--- src/design/aabs_pkg.sv ---
// Constants and types shared by the accumulator ALU, skip and bit-operation block.
// Assumes one core clock and a plain register port with reads answered one cycle later.
package aabs_pkg;

  localparam int DATA_W = 8;
  localparam int REG_ADDR_W = 7;
  localparam int BIT_IDX_W = 3;
  localparam int BUS_ADDR_W = 4;

  // Register port map
  localparam logic [BUS_ADDR_W-1:0] ADDR_ACC = 4'h0;
  localparam logic [BUS_ADDR_W-1:0] ADDR_STATUS = 4'h1;
  localparam logic [BUS_ADDR_W-1:0] ADDR_PINS = 4'h2;

  // Status register fields
  localparam int STAT_CARRY = 0;
  localparam int STAT_HALF = 1;
  localparam int STAT_ZERO = 2;
  localparam int STAT_SKIP = 3;

  // Register-file address that maps onto the I/O port
  localparam logic [REG_ADDR_W-1:0] PORT_REG_ADDR = 7'h05;

  localparam logic [DATA_W-1:0] ACC_RESET = 8'h00;
  localparam logic [DATA_W-1:0] BYTE_ZERO = 8'h00;
  localparam logic [DATA_W-1:0] BYTE_ONE = 8'h01;
  localparam int NIBBLE_MSB = 3;

  typedef enum logic [3:0] {
    no_op,
    add_literal_op,
    add_register_op,
    and_literal_op,
    and_register_op,
    bit_clear_op,
    bit_set_op,
    skip_if_bit_zero_op,
    skip_if_bit_one_op
  } aabs_op_t;

  // One-hot mask for a bit index
  function automatic logic [DATA_W-1:0] aabs_bit_mask(input logic [BIT_IDX_W-1:0] idx);
    aabs_bit_mask = BYTE_ONE << idx;
  endfunction

  // True when the operation takes its operand from the register file
  function automatic logic aabs_reads_reg(input aabs_op_t op);
    aabs_reads_reg = (op != no_op) && (op != add_literal_op) && (op != and_literal_op);
  endfunction

endpackage

--- src/design/aabs_alu_if.sv ---
// Carrier between the execution top and its arithmetic unit.
// Assumes both ends sit on the same clock; all signals are combinational.
`timescale 1ns/1ps
interface aabs_alu_if;
  import aabs_pkg::*;
  aabs_op_t op;
  logic dest_reg;
  logic [DATA_W-1:0] acc;
  logic [DATA_W-1:0] opnd;
  logic [BIT_IDX_W-1:0] bit_idx;
  logic [DATA_W-1:0] result;
  logic carry;
  logic half;
  logic zero;
  logic wr_acc;
  logic wr_reg;
  logic upd_carry;
  logic upd_zero;
  logic skip;

  modport main (output op, dest_reg, acc, opnd, bit_idx,
                input result, carry, half, zero, wr_acc, wr_reg, upd_carry, upd_zero, skip);
  modport alu (input op, dest_reg, acc, opnd, bit_idx,
               output result, carry, half, zero, wr_acc, wr_reg, upd_carry, upd_zero, skip);
endinterface

--- src/design/aabs_alu.sv ---
// Combinational arithmetic, logic, bit-modify and bit-test unit.
// Assumes the operand already carries pin levels or forwarded data where needed.
`timescale 1ns/1ps
module aabs_alu (
  aabs_alu_if.alu alu_if
);
  import aabs_pkg::*;

  wire [DATA_W:0] sum_full = {1'b0, alu_if.acc} + {1'b0, alu_if.opnd};
  wire [NIBBLE_MSB+1:0] sum_low = {1'b0, alu_if.acc[NIBBLE_MSB:0]} +
                                  {1'b0, alu_if.opnd[NIBBLE_MSB:0]};
  wire [DATA_W-1:0] and_val = alu_if.acc & alu_if.opnd;
  wire [DATA_W-1:0] mask = aabs_bit_mask(alu_if.bit_idx);
  wire tested_bit = |(alu_if.opnd & mask);

  wire is_add = (alu_if.op == add_literal_op) || (alu_if.op == add_register_op);
  wire is_and = (alu_if.op == and_literal_op) || (alu_if.op == and_register_op);
  wire is_lit = (alu_if.op == add_literal_op) || (alu_if.op == and_literal_op);
  wire is_byte_reg = (alu_if.op == add_register_op) || (alu_if.op == and_register_op);
  wire is_bit_mod = (alu_if.op == bit_clear_op) || (alu_if.op == bit_set_op);

  assign alu_if.result = is_add ? sum_full[DATA_W-1:0] :
                         is_and ? and_val :
                         (alu_if.op == bit_clear_op) ? (alu_if.opnd & ~mask) :
                         (alu_if.op == bit_set_op) ? (alu_if.opnd | mask) :
                         BYTE_ZERO;
  assign alu_if.carry = sum_full[DATA_W];
  assign alu_if.half = sum_low[NIBBLE_MSB+1];
  assign alu_if.zero = (alu_if.result == BYTE_ZERO);
  // Literal forms always land in the accumulator; byte forms follow the destination bit
  assign alu_if.wr_acc = is_lit || (is_byte_reg && !alu_if.dest_reg);
  assign alu_if.wr_reg = is_bit_mod || (is_byte_reg && alu_if.dest_reg);
  assign alu_if.upd_carry = is_add;
  assign alu_if.upd_zero = is_add || is_and;
  assign alu_if.skip = ((alu_if.op == skip_if_bit_zero_op) && !tested_bit) ||
                       ((alu_if.op == skip_if_bit_one_op) && tested_bit);

endmodule

--- src/design/aabs_exec.sv ---
// Execution stage for add, AND, bit set/clear and bit-test-skip instructions.
// Assumes the decoder presents one instruction per valid cycle and the register
// file answers a read combinationally and takes a write at the clock edge.
//
// What this block does
// - Add literal: accumulator plus literal into the accumulator, C, half-carry and Z updated.
// - Add register: accumulator plus register byte to accumulator (dest 0) or register (dest 1).
// - AND literal: accumulator AND literal into the accumulator, only Z updated.
// - AND register: accumulator AND register byte to accumulator or register, only Z updated.
// - Bit clear: force the indexed bit of the register byte to zero, flags untouched.
// - Bit set: force the indexed bit of the register byte to one, flags untouched.
// - Skip if zero: a clear tested bit discards the next instruction as a no-op, two cycles.
// - Skip if one: a set tested bit discards the next instruction as a no-op, two cycles.
// - Read-modify-write of the I/O port register reads the pin levels, not the latch.
`timescale 1ns/1ps
module aabs_exec (
  input wire logic core_clk_in,
  input wire logic reset_n_in,
  // Instruction from the decoder
  input wire logic instr_valid_in,
  input wire aabs_pkg::aabs_op_t instr_op_in,
  input wire logic [aabs_pkg::DATA_W-1:0] instr_literal_in,
  input wire logic [aabs_pkg::REG_ADDR_W-1:0] instr_reg_addr_in,
  input wire logic instr_dest_in,
  input wire logic [aabs_pkg::BIT_IDX_W-1:0] instr_bit_in,
  output logic instr_discard_out,
  output logic skip_pending_out,
  // Register file
  output logic [aabs_pkg::REG_ADDR_W-1:0] rf_raddr_out,
  input wire logic [aabs_pkg::DATA_W-1:0] rf_rdata_in,
  output logic rf_wr_out,
  output logic [aabs_pkg::REG_ADDR_W-1:0] rf_waddr_out,
  output logic [aabs_pkg::DATA_W-1:0] rf_wdata_out,
  // I/O port pins, asynchronous to the core
  input wire logic [aabs_pkg::DATA_W-1:0] port_pins_in,
  // Register port
  input wire logic [aabs_pkg::BUS_ADDR_W-1:0] bus_addr_in,
  input wire logic [aabs_pkg::DATA_W-1:0] bus_wdata_in,
  input wire logic bus_wr_in,
  input wire logic bus_rd_in,
  output logic [aabs_pkg::DATA_W-1:0] bus_rdata_out,
  // Architectural state
  output logic [aabs_pkg::DATA_W-1:0] acc_out,
  output logic carry_out,
  output logic nibble_half_flag_out,
  output logic zero_out
);
  import aabs_pkg::*;

  aabs_alu_if alu_if ();

  aabs_alu aabs_alu_i (
    .alu_if(alu_if)
  );

  // Architectural state
  logic [DATA_W-1:0] acc_ff;
  logic [DATA_W-1:0] nxt_acc;
  logic carry_ff;
  logic nxt_carry;
  logic half_ff;
  logic nxt_half;
  logic zero_ff;
  logic nxt_zero;

  // Skip tracking
  logic skip_pending_ff;
  logic nxt_skip_pending;
  logic discard_ff;

  // Register write in flight, also the forwarding source
  logic rf_wr_ff;
  logic [REG_ADDR_W-1:0] rf_waddr_ff;
  logic [DATA_W-1:0] rf_wdata_ff;

  // Register port read data
  logic [DATA_W-1:0] rdata_ff;
  logic [DATA_W-1:0] nxt_rdata;

  // Pin synchroniser: stage1 feeds only stage2
  logic [DATA_W-1:0] pin_s1_ff;
  logic [DATA_W-1:0] pin_s2_ff;
  logic [DATA_W-1:0] pin_s3_ff;
  logic [DATA_W-1:0] pin_stable_ff;

  always_ff @(posedge core_clk_in or negedge reset_n_in) begin
    if (!reset_n_in) begin
      pin_s1_ff <= BYTE_ZERO;
      pin_s2_ff <= BYTE_ZERO;
      pin_s3_ff <= BYTE_ZERO;
    end else begin
      pin_s1_ff <= port_pins_in;
      pin_s2_ff <= pin_s1_ff;
      pin_s3_ff <= pin_s2_ff;
    end
  end

  // Per-bit acceptance once two stages agree, filtering one-cycle glitches
  wire [DATA_W-1:0] nxt_pin_stable;
  genvar gi;
  generate
    for (gi = 0; gi < DATA_W; gi++) begin : g_pin
      assign nxt_pin_stable[gi] = (pin_s2_ff[gi] == pin_s3_ff[gi]) ? pin_s3_ff[gi] :
                                  pin_stable_ff[gi];
    end
  endgenerate

  // One process owns the whole stable view, so every bit has a single driver
  always_ff @(posedge core_clk_in or negedge reset_n_in) begin
    if (!reset_n_in) begin
      pin_stable_ff <= BYTE_ZERO;
    end else begin
      pin_stable_ff <= nxt_pin_stable;
    end
  end

  // An instruction that follows a taken skip is dropped whole
  wire exec_en = instr_valid_in && !skip_pending_ff;
  wire drop_now = instr_valid_in && skip_pending_ff;
  wire uses_reg = aabs_reads_reg(instr_op_in);

  // Forward a write still in flight, since the file takes it only at the edge
  wire fwd_hit = rf_wr_ff && (rf_waddr_ff == instr_reg_addr_in);
  wire is_port = (instr_reg_addr_in == PORT_REG_ADDR);
  // Port reads use pin levels so input pins are not overwritten by a stale latch
  wire [DATA_W-1:0] reg_value = is_port ? pin_stable_ff :
                                fwd_hit ? rf_wdata_ff :
                                rf_rdata_in;

  assign rf_raddr_out = instr_reg_addr_in;
  assign alu_if.op = exec_en ? instr_op_in : no_op;
  assign alu_if.dest_reg = instr_dest_in;
  assign alu_if.acc = acc_ff;
  assign alu_if.opnd = uses_reg ? reg_value : instr_literal_in;
  assign alu_if.bit_idx = instr_bit_in;

  // Bus decode
  wire wr_acc_sel = bus_wr_in && (bus_addr_in == ADDR_ACC);
  wire wr_stat_sel = bus_wr_in && (bus_addr_in == ADDR_STATUS);
  wire [DATA_W-1:0] stat_carry_bit = DATA_W'(carry_ff) << STAT_CARRY;
  wire [DATA_W-1:0] stat_half_bit = DATA_W'(half_ff) << STAT_HALF;
  wire [DATA_W-1:0] stat_zero_bit = DATA_W'(zero_ff) << STAT_ZERO;
  wire [DATA_W-1:0] stat_skip_bit = DATA_W'(skip_pending_ff) << STAT_SKIP;
  wire [DATA_W-1:0] status_view = stat_carry_bit | stat_half_bit |
                                  stat_zero_bit | stat_skip_bit;

  // Instruction results take priority over a software write in the same cycle
  always_comb begin
    nxt_acc = acc_ff;
    if (alu_if.wr_acc) begin
      nxt_acc = alu_if.result;
    end else if (wr_acc_sel) begin
      nxt_acc = bus_wdata_in;
    end
  end

  // Each flag on its own: an instruction update beats a software write
  always_comb begin
    nxt_carry = carry_ff;
    if (alu_if.upd_carry) begin
      nxt_carry = alu_if.carry;
    end else if (wr_stat_sel) begin
      nxt_carry = bus_wdata_in[STAT_CARRY];
    end
  end

  always_comb begin
    nxt_half = half_ff;
    if (alu_if.upd_carry) begin
      nxt_half = alu_if.half;
    end else if (wr_stat_sel) begin
      nxt_half = bus_wdata_in[STAT_HALF];
    end
  end

  always_comb begin
    nxt_zero = zero_ff;
    if (alu_if.upd_zero) begin
      nxt_zero = alu_if.zero;
    end else if (wr_stat_sel) begin
      nxt_zero = bus_wdata_in[STAT_ZERO];
    end
  end

  // Idle cycles keep a pending skip; only the next valid instruction uses it up
  always_comb begin
    nxt_skip_pending = skip_pending_ff;
    if (drop_now) begin
      nxt_skip_pending = 1'b0;
    end else if (exec_en) begin
      nxt_skip_pending = alu_if.skip;
    end
  end

  // Unmapped addresses read as zero
  always_comb begin
    unique case (bus_addr_in)
      ADDR_ACC: nxt_rdata = acc_ff;
      ADDR_STATUS: nxt_rdata = status_view;
      ADDR_PINS: nxt_rdata = pin_stable_ff;
      default: nxt_rdata = BYTE_ZERO;
    endcase
  end

  always_ff @(posedge core_clk_in or negedge reset_n_in) begin
    if (!reset_n_in) begin
      acc_ff <= ACC_RESET;
    end else begin
      acc_ff <= nxt_acc;
    end
  end

  // Flags clear at reset; software may preset them through the status register
  always_ff @(posedge core_clk_in or negedge reset_n_in) begin
    if (!reset_n_in) begin
      carry_ff <= 1'b0;
    end else begin
      carry_ff <= nxt_carry;
    end
  end

  always_ff @(posedge core_clk_in or negedge reset_n_in) begin
    if (!reset_n_in) begin
      half_ff <= 1'b0;
    end else begin
      half_ff <= nxt_half;
    end
  end

  always_ff @(posedge core_clk_in or negedge reset_n_in) begin
    if (!reset_n_in) begin
      zero_ff <= 1'b0;
    end else begin
      zero_ff <= nxt_zero;
    end
  end

  always_ff @(posedge core_clk_in or negedge reset_n_in) begin
    if (!reset_n_in) begin
      skip_pending_ff <= 1'b0;
    end else begin
      skip_pending_ff <= nxt_skip_pending;
    end
  end

  // Discard marks the cycle after a dropped instruction, for the fetch side
  always_ff @(posedge core_clk_in or negedge reset_n_in) begin
    if (!reset_n_in) begin
      discard_ff <= 1'b0;
    end else begin
      discard_ff <= drop_now;
    end
  end

  // Register writes leave as a one-cycle registered strobe
  always_ff @(posedge core_clk_in or negedge reset_n_in) begin
    if (!reset_n_in) begin
      rf_wr_ff <= 1'b0;
    end else begin
      rf_wr_ff <= alu_if.wr_reg;
    end
  end

  // Address and data hold after the strobe, so forwarding compares stay cheap
  always_ff @(posedge core_clk_in or negedge reset_n_in) begin
    if (!reset_n_in) begin
      rf_waddr_ff <= {REG_ADDR_W{1'b0}};
      rf_wdata_ff <= BYTE_ZERO;
    end else if (alu_if.wr_reg) begin
      rf_waddr_ff <= instr_reg_addr_in;
      rf_wdata_ff <= alu_if.result;
    end
  end

  always_ff @(posedge core_clk_in or negedge reset_n_in) begin
    if (!reset_n_in) begin
      rdata_ff <= BYTE_ZERO;
    end else if (bus_rd_in) begin
      rdata_ff <= nxt_rdata;
    end else begin
      rdata_ff <= BYTE_ZERO;
    end
  end

  // Instruction side
  assign instr_discard_out = discard_ff;
  assign skip_pending_out = skip_pending_ff;

  // Register file side
  assign rf_wr_out = rf_wr_ff;
  assign rf_waddr_out = rf_waddr_ff;
  assign rf_wdata_out = rf_wdata_ff;

  // Software view
  assign bus_rdata_out = rdata_ff;
  assign acc_out = acc_ff;
  assign carry_out = carry_ff;
  assign nibble_half_flag_out = half_ff;
  assign zero_out = zero_ff;

endmodule

--- config.mk ---
export PLATFORM = sky130hd
export DESIGN_NAME = aabs_exec
export DESIGN_NICKNAME = d
export VERILOG_FILES = /design/src/design/aabs_pkg.sv /design/src/design/aabs_alu_if.sv /design/src/design/aabs_alu.sv /design/src/design/aabs_exec.sv
export SDC_FILE = /design/constraint.sdc
export NUM_CORES = 1
export LEC_CHECK = 0
export BUFFER_PORTS_ARGS = -buffer_cell sky130_fd_sc_hd__buf_2
export CORE_MARGIN = 2
export CORE_UTILIZATION = 50
export DETAILED_ROUTE_END_ITERATION = 10
export PLACE_DENSITY_LB_ADDON = 0.3
export SYNTH_ARGS = -nofsm -noshare
export SYNTH_HDL_FRONTEND = slang
export SYNTH_HIERARCHICAL = 1
export SYNTH_SLANG_ARGS = --single-unit
--- constraint.sdc ---
create_clock -name core_clk_in -period 10.5 [get_ports core_clk_in]
set_input_delay 2.1 -clock core_clk_in [delete_from_list [all_inputs] [get_ports core_clk_in]]
set_output_delay 2.1 -clock core_clk_in [all_outputs]
set_load 0.01 [all_outputs]
# After elaboration in Yosys (flattened, before gate mapping)

Index checks and enable logic that the tools add are counted.

Reduce and logical (&&, ||, !) cells: 31
Mux-type cells: 20
Bitwise gates (word level): 8
Equality and inequality tests: 22
Shifts and indexed selects: 1
Add/sub/neg operators: 2

Operators with widths:

| operator                                                           | number |
|---|---|
| 8-bit 2-to-1 mux                                                   | 10 |
| 8-bit bitwise AND                                                  | 3 |
| 8-bit one-hot mux with 3 select lines                              | 1 |
| 4-bit by 3-bit == test with 1-bit output (second input constant)   | 4 |
| 4-bit by 2-bit == test with 1-bit output (second input constant)   | 3 |
| 1-bit logical AND                                                  | 11 |
| 8-bit by 8-bit adder with 9-bit output                             | 1 |
| 1-bit logical OR                                                   | 9 |
| 1-bit == test                                                      | 8 |
| 4-bit by 1-bit == test with 1-bit output (second input constant)   | 2 |
| 8-bit logical NOT                                                  | 1 |
| 1-bit 2-to-1 mux                                                   | 8 |
| 8-bit NOT                                                          | 1 |
| 8-bit OR                                                           | 1 |
| 2-bit nonzero test                                                 | 4 |
| 8-bit OR reduction                                                 | 1 |
| 1-bit by 3-bit << shifter with 8-bit output (first input constant) | 1 |
| 7-bit by 3-bit == test with 1-bit output (second input constant)   | 1 |
| 7-bit == test                                                      | 1 |
| 4-bit by 4-bit adder with 5-bit output                             | 1 |
| 4-bit == test (second input constant)                              | 1 |
| 4-bit logical NOT                                                  | 1 |
| 4-bit 2-to-1 mux                                                   | 1 |
| 4-bit by 1-bit != test with 1-bit output (second input constant)   | 1 |
| other kinds (6)                                                    | 8 |

Flip-flop bits (word level): 69

# Logic depth before layout (Yosys ltp)

Depth in word-level cells: 12
Depth in mapped cells: 16

# Hierarchy

Netlist, hierarchy kept.

By module, submodules not included:

| module    | cells each | sequential area each (um2) | times used | area an instance (um2) |
|---|---|---|---|---|
| aabs_exec | 254        | 1726.7                     | 1          | 2994.1 |
| aabs_alu  | 152        | 0.0                        | 1          | 1064.8 |

# Least setup slack after synthesis

No wires, ideal clock.

Path type: in2reg
Start: input port instr_reg_addr_in[5] in the netlist's numbering
End: register zero_ff, in the netlist zero_out
Buffers on the path: 1
Library setup time: 83 ps
Data arrival time: 5233 ps
Slack: 5184 ps
Stages: 16
Cells stage by stage: nor4b_2 and2_1 clkbuf_2 a221oi_1 a211oi_1 ha_1 inv_1 fa_1 inv_1 maj3_1 o221ai_1 o2bb2ai_1 or4_1 nor4_2 nand2_1 o21ai_0

Longest elaborated chain between the ends: 12
Elaborated cells on any way between the ends: 16
Those cells by class: 1 x add/sub; 2 x eq/ne; 8 x mux; 3 x bitwise; 2 x reduce/logical

Ends and longest elaborated chain:

| what                                                                           | RTL line          | text |
|---|---|---|
| start: declaration                                                             | aabs_exec.sv:23   | `input wire logic [aabs_pkg::REG_ADDR_W-1:0] instr_reg_addr_in,` |
| 7-bit == test                                                                  | aabs_exec.sv:123  | `wire fwd_hit = rf_wr_ff && (rf_waddr_ff == instr_reg_addr_in);` |
| 1-bit logical AND                                                              | aabs_exec.sv:123  |  |
| 8-bit 2-to-1 mux                                                               | aabs_exec.sv:127  | `fwd_hit ? rf_wdata_ff :` |
| 8-bit 2-to-1 mux (*)                                                           | aabs_exec.sv:126  | `wire [DATA_W-1:0] reg_value = is_port ? pin_stable_ff :` |
| 8-bit 2-to-1 mux (*)                                                           | aabs_exec.sv:134  | `assign alu_if.opnd = uses_reg ? reg_value : instr_literal_in;` |
| via alu_if.opnd[0]                                                             | aabs_alu_if.sv:9  | `logic [DATA_W-1:0] opnd;` |
| branches (longest 4 deep; another with 8-bit by 8-bit adder with 9-bit output) | --                |  |
| 8-bit 2-to-1 mux (*)                                                           | aabs_alu.sv:22    | `assign alu_if.result = is_add ? sum_full[DATA_W-1:0] :` |
| 8-bit logical NOT (*)                                                          | aabs_alu.sv:29    | `assign alu_if.zero = (alu_if.result == BYTE_ZERO);` |
| via alu_if.zero                                                                | aabs_alu_if.sv:14 | `logic zero;` |
| 1-bit 2-to-1 mux (*)                                                           | aabs_exec.sv:178  | `if (alu_if.upd_zero) begin` |
| end signal: assignment                                                         | aabs_exec.sv:234  | `zero_ff <= nxt_zero;` |
| end: declaration                                                               | aabs_exec.sv:63   | `logic zero_ff;` |

Mark *: on every way through the listed nets, which the timed path passes.
A chain may end at the register's enable or synchronous reset.

# Worst setup path after layout

Start: input port instr_reg_addr_in[1] in the netlist's numbering
End: register zero_ff, in the netlist zero_out

Elaborated cells on any way between the ends: 16
Those cells by class: 1 x add/sub; 2 x eq/ne; 8 x mux; 3 x bitwise; 2 x reduce/logical

RTL lines:

| what                                       | RTL line          | text |
|---|---|---|
| 7-bit == test                              | aabs_exec.sv:123  |  |
| 1-bit logical AND                          | aabs_exec.sv:123  |  |
| 8-bit 2-to-1 mux                           | aabs_exec.sv:127  |  |
| 8-bit 2-to-1 mux (*)                       | aabs_exec.sv:126  |  |
| 8-bit 2-to-1 mux (*)                       | aabs_exec.sv:134  |  |
| via alu_if.opnd[0]                         | aabs_alu_if.sv:9  |  |
| 8-bit by 8-bit adder with 9-bit output (*) | aabs_alu.sv:9     | `wire [DATA_W:0] sum_full = {1'b0, alu_if.acc} + {1'b0, alu_if.opnd};` |
| 8-bit 2-to-1 mux (*)                       | aabs_alu.sv:22    |  |
| via alu_if.result[6]                       | aabs_alu_if.sv:11 | `logic [DATA_W-1:0] result;` |
| 8-bit logical NOT (*)                      | aabs_alu.sv:29    |  |
| via alu_if.zero                            | aabs_alu_if.sv:14 |  |
| 1-bit 2-to-1 mux (*)                       | aabs_exec.sv:178  |  |

The timed path passes the listed nets; every way through them passes the cells marked *.

==> results.cfg <==
[detailed_routing]
viasPerCell = 5.79
drt_iter0_drc = 412
vias = 3462
wl_per_cell_um = 18.6
drtAntennaViolNets = 0
wl_mm = 11.1
post-route-drc-count = 0
dr.pass1.iters = 5

[synth]
yosysSeqAreaShare_pct = 42.5
yosysTopAreaCell = dfrtp_1
yosysMostFrequentCell = dfrtp_1
synth_top_area_share_pct = 42.5
ys_seq_elements = 69
synth-async-reset-ratio_pct = 100
synth_ff_type = dfrtp_1
postSynthAreaPerCell_sq_um = 10.0
syn_nets = 471
ys_warn_count = 6
yosysUniqueCellTypes = 64
syn_area_sq_um = 4060
synth_common_cells = dfrtp_1, nand2_1, mux2i_1, nor2_1, o21ai_0
synth_edf_count = 0
netlist_instances = 406
synthTopCellsByArea = dfrtp_1, mux2i_1, mux2_2, nand2_1, o21ai_0

[pwr]
power.leakage_nw = 2.16
power_frac_seq_pct = 42.1
power_w = 0.000820
pwr-share-comb_pct = 30.5
peakVddDrop_mv = 0.0895
p_sw_w = 0.000291
p_int_w = 0.000529
power_density_nw_per_um2 = 172
power.share.switching_pct = 35.4
p_clk_share_pct = 27.4

[clocking]
cts_hold_buf = 0
numCtsBuffers = 9
clockRootBuffer = clkbuf_8
clock_path_buffers = 2
clk_latency_ns = 0.35
h-tree-depth = 3
cts.repair.resized = 0
cts_setup_buffers = 0
path_clk_slew_ns = 0.08
cts_tree = yes
cts.sinks = 69

[worst_setup_path]
crit_path_max_fanout = 8
cp_slowest_cell = nor3b_1
arrival_ns = 5.81
endpoint_kind = flop
critPathRequiredTime_ns = 10.73
crit_top_cell = o21ai_0
start_kind = input pin
crit_chain = buf_2, nor3b_1, and2_1, a221oi_1, a211oi_1, ha_1, inv_1, fa_1, nand2b_1, a21oi_1, a31oi_1, xor2_1, o21ai_0, nor4_2, nand2_1, o21ai_0
max_stage_delay_ns = 0.45
crit_type = in2reg

[global_route]
grt_pass1_vias = 3371
grt_usage_pct = 26.6
antenna_found_initial = 0
grt_start_max_net_pins = 70
overflow = 0
grt_pass1_wl_mm = 17.7

[floorplan]
pin_count = 100
die_y_um = 94.1
dieWidth_um = 94.1
start_util_pct = 52.0
coreArea_sq_um = 7810
dieArea_sq_um = 8850
rows = 32

[timing]
relSlewSlack_pct = 34.5
hold_viol = 0
fin_hold_ws_ns = 0.350
post-route-period-util_pct = 53.1
final.setup.tns_ns = 0
finalClockSkew_ns = 0.0199
grt_setup_unrepaired = no
fmax_mhz = 179
tightest_slew_ns = 0.979
slew_violations = 0
min_period_ns = 5.58
setup_viol = 0

[placement]
numPortBuffers = 99
place_congestion = 1.03
place_inst = 582
dp_hpwl_mm = 8.46
place_area_sq_um = 4560

[min_path]
hp-class = reg2reg

[cells_and_area]
n_fill_cell = 695
area.growth.synth_to_final_pct = 17.4
diodes = 0
fin_area_sq_um = 4760
nets = 556
multi_input_area_sq_um = 2130
layout-drive-gt1-share_pct = 29.8
register_area_sq_um = 1730
fin_cells = 598

[flow_run]
drv_cap = 0

[status]
status = finished, final reports clean
routing by layer:
| layer | track usage [%] | vias to the layer above | part of all wire, % |
|---|---|---|---|
| met5 | 0 | - | 0 |
| met4 | 10.3 | 0 | 3.1 |
| met3 | 6.98 | 27 | 8.2 |
| met2 | 41.0 | 166 | 45 |
| met1 | 36.0 | 1637 | 44 |
| li1 | - | 1632 | - |
final cells by class:
type,count,area share [%]
clock buffer,10,2.89
timing repair buffer,103,11.0
sequential,69,36.2
inverter,12,1.05
tap,102,2.68
clock inverter,6,1.44
multi-input combinational,296,44.7
sequential cells by signal, indices dropped and copies added (netlist names):
register              cells
zero_out                  1
rf_wdata_out              8
pin_s3_ff                 8
skip_pending_out          1
instr_discard_out         1
rf_waddr_out              7
carry_out                 1
pin_s1_ff                 8
acc_out                   8
pin_stable_ff             8
bus_rdata_out             8
pin_s2_ff                 8
nibble_half_flag_out      1
rf_wr_out                 1
power groups by stage:
stage / combinational, W / clock [W] / sequential, W
finish: 0.000250 / 0.000225 / 0.000345
global route: 0.000275 / 0.000241 / 0.000350
CTS: 0.000249 / 0.000229 / 0.000345
detailed placement: 0.000247 / 0 / 0.000350
global placement: 0.000245 / 0 / 0.000350
floorplan: 0.000148 / 0 / 0.000352
through the flow:
step | worst slack (ns) | utilization (%)
floorplan | 5.18 | -
global placement | 4.65 | 58.4
detailed placement | 4.62 | 58.4
CTS | 4.97 | 61.0
global route | 4.68 | 61.0
finish | 4.92 | 61.0
worst max-delay path, delay by kind of cell:
kind	cells	cell delay [ns]
fa+ha+maj	2	0.71
simple gates	5	1.19
compound gates	6	1.44
xor+xnor	1	0.17
buf+inv	2	0.19
final timing paths:
| check | depth (start not counted) | end | slack (ns) | from |
|---|---|---|---|---|
| worst max-delay path | 16 | zero_out | 4.92 | instr_reg_addr_in[1] |
| worst min-delay path | 0 | pin_s2_ff[2] | 0.35 | pin_s1_ff[2] |
| worst max register to register | 15 | zero_out | 6.41 | rf_waddr_out[2] |
| worst min register to register | 0 | pin_s2_ff[2] | 0.35 | pin_s1_ff[2] |
| max in group asynchronous | 2 | rf_wdata_out[5] | 7.97 | reset_n_in |
| min in group asynchronous | 2 | skip_pending_out | 1.93 | reset_n_in |
cells by family (layout without fill, tap and decap cells):
logic type | Yosys count | in the layout | share of synthesized area [%]
AOI/OAI and AO/OA | 92 | 92 | 14.4
xor gates and xnor gates | 12 | 12 | 3.05
adders and majority gates | 18 | 18 | 5.18
buffers and inverters | 41 | 131 | 5.49
DFF | 69 | 69 | 42.5
muxes | 43 | 43 | 11.7
and+or+nand+nor | 131 | 131 | 17.6
placed cells by master, fill, tap and decap left out, types with 11 or more instances in the layout:
cell type / instances
inv_1: 11
mux2_2: 15
o21ai_0: 23
buf_2: 99
nand2_1: 34
nor2b_1: 13
nor2_1: 26
mux2i_1: 26
dfrtp_1: 69
a21oi_1: 18
Note: power is estimated with default switching activity, not from simulation.
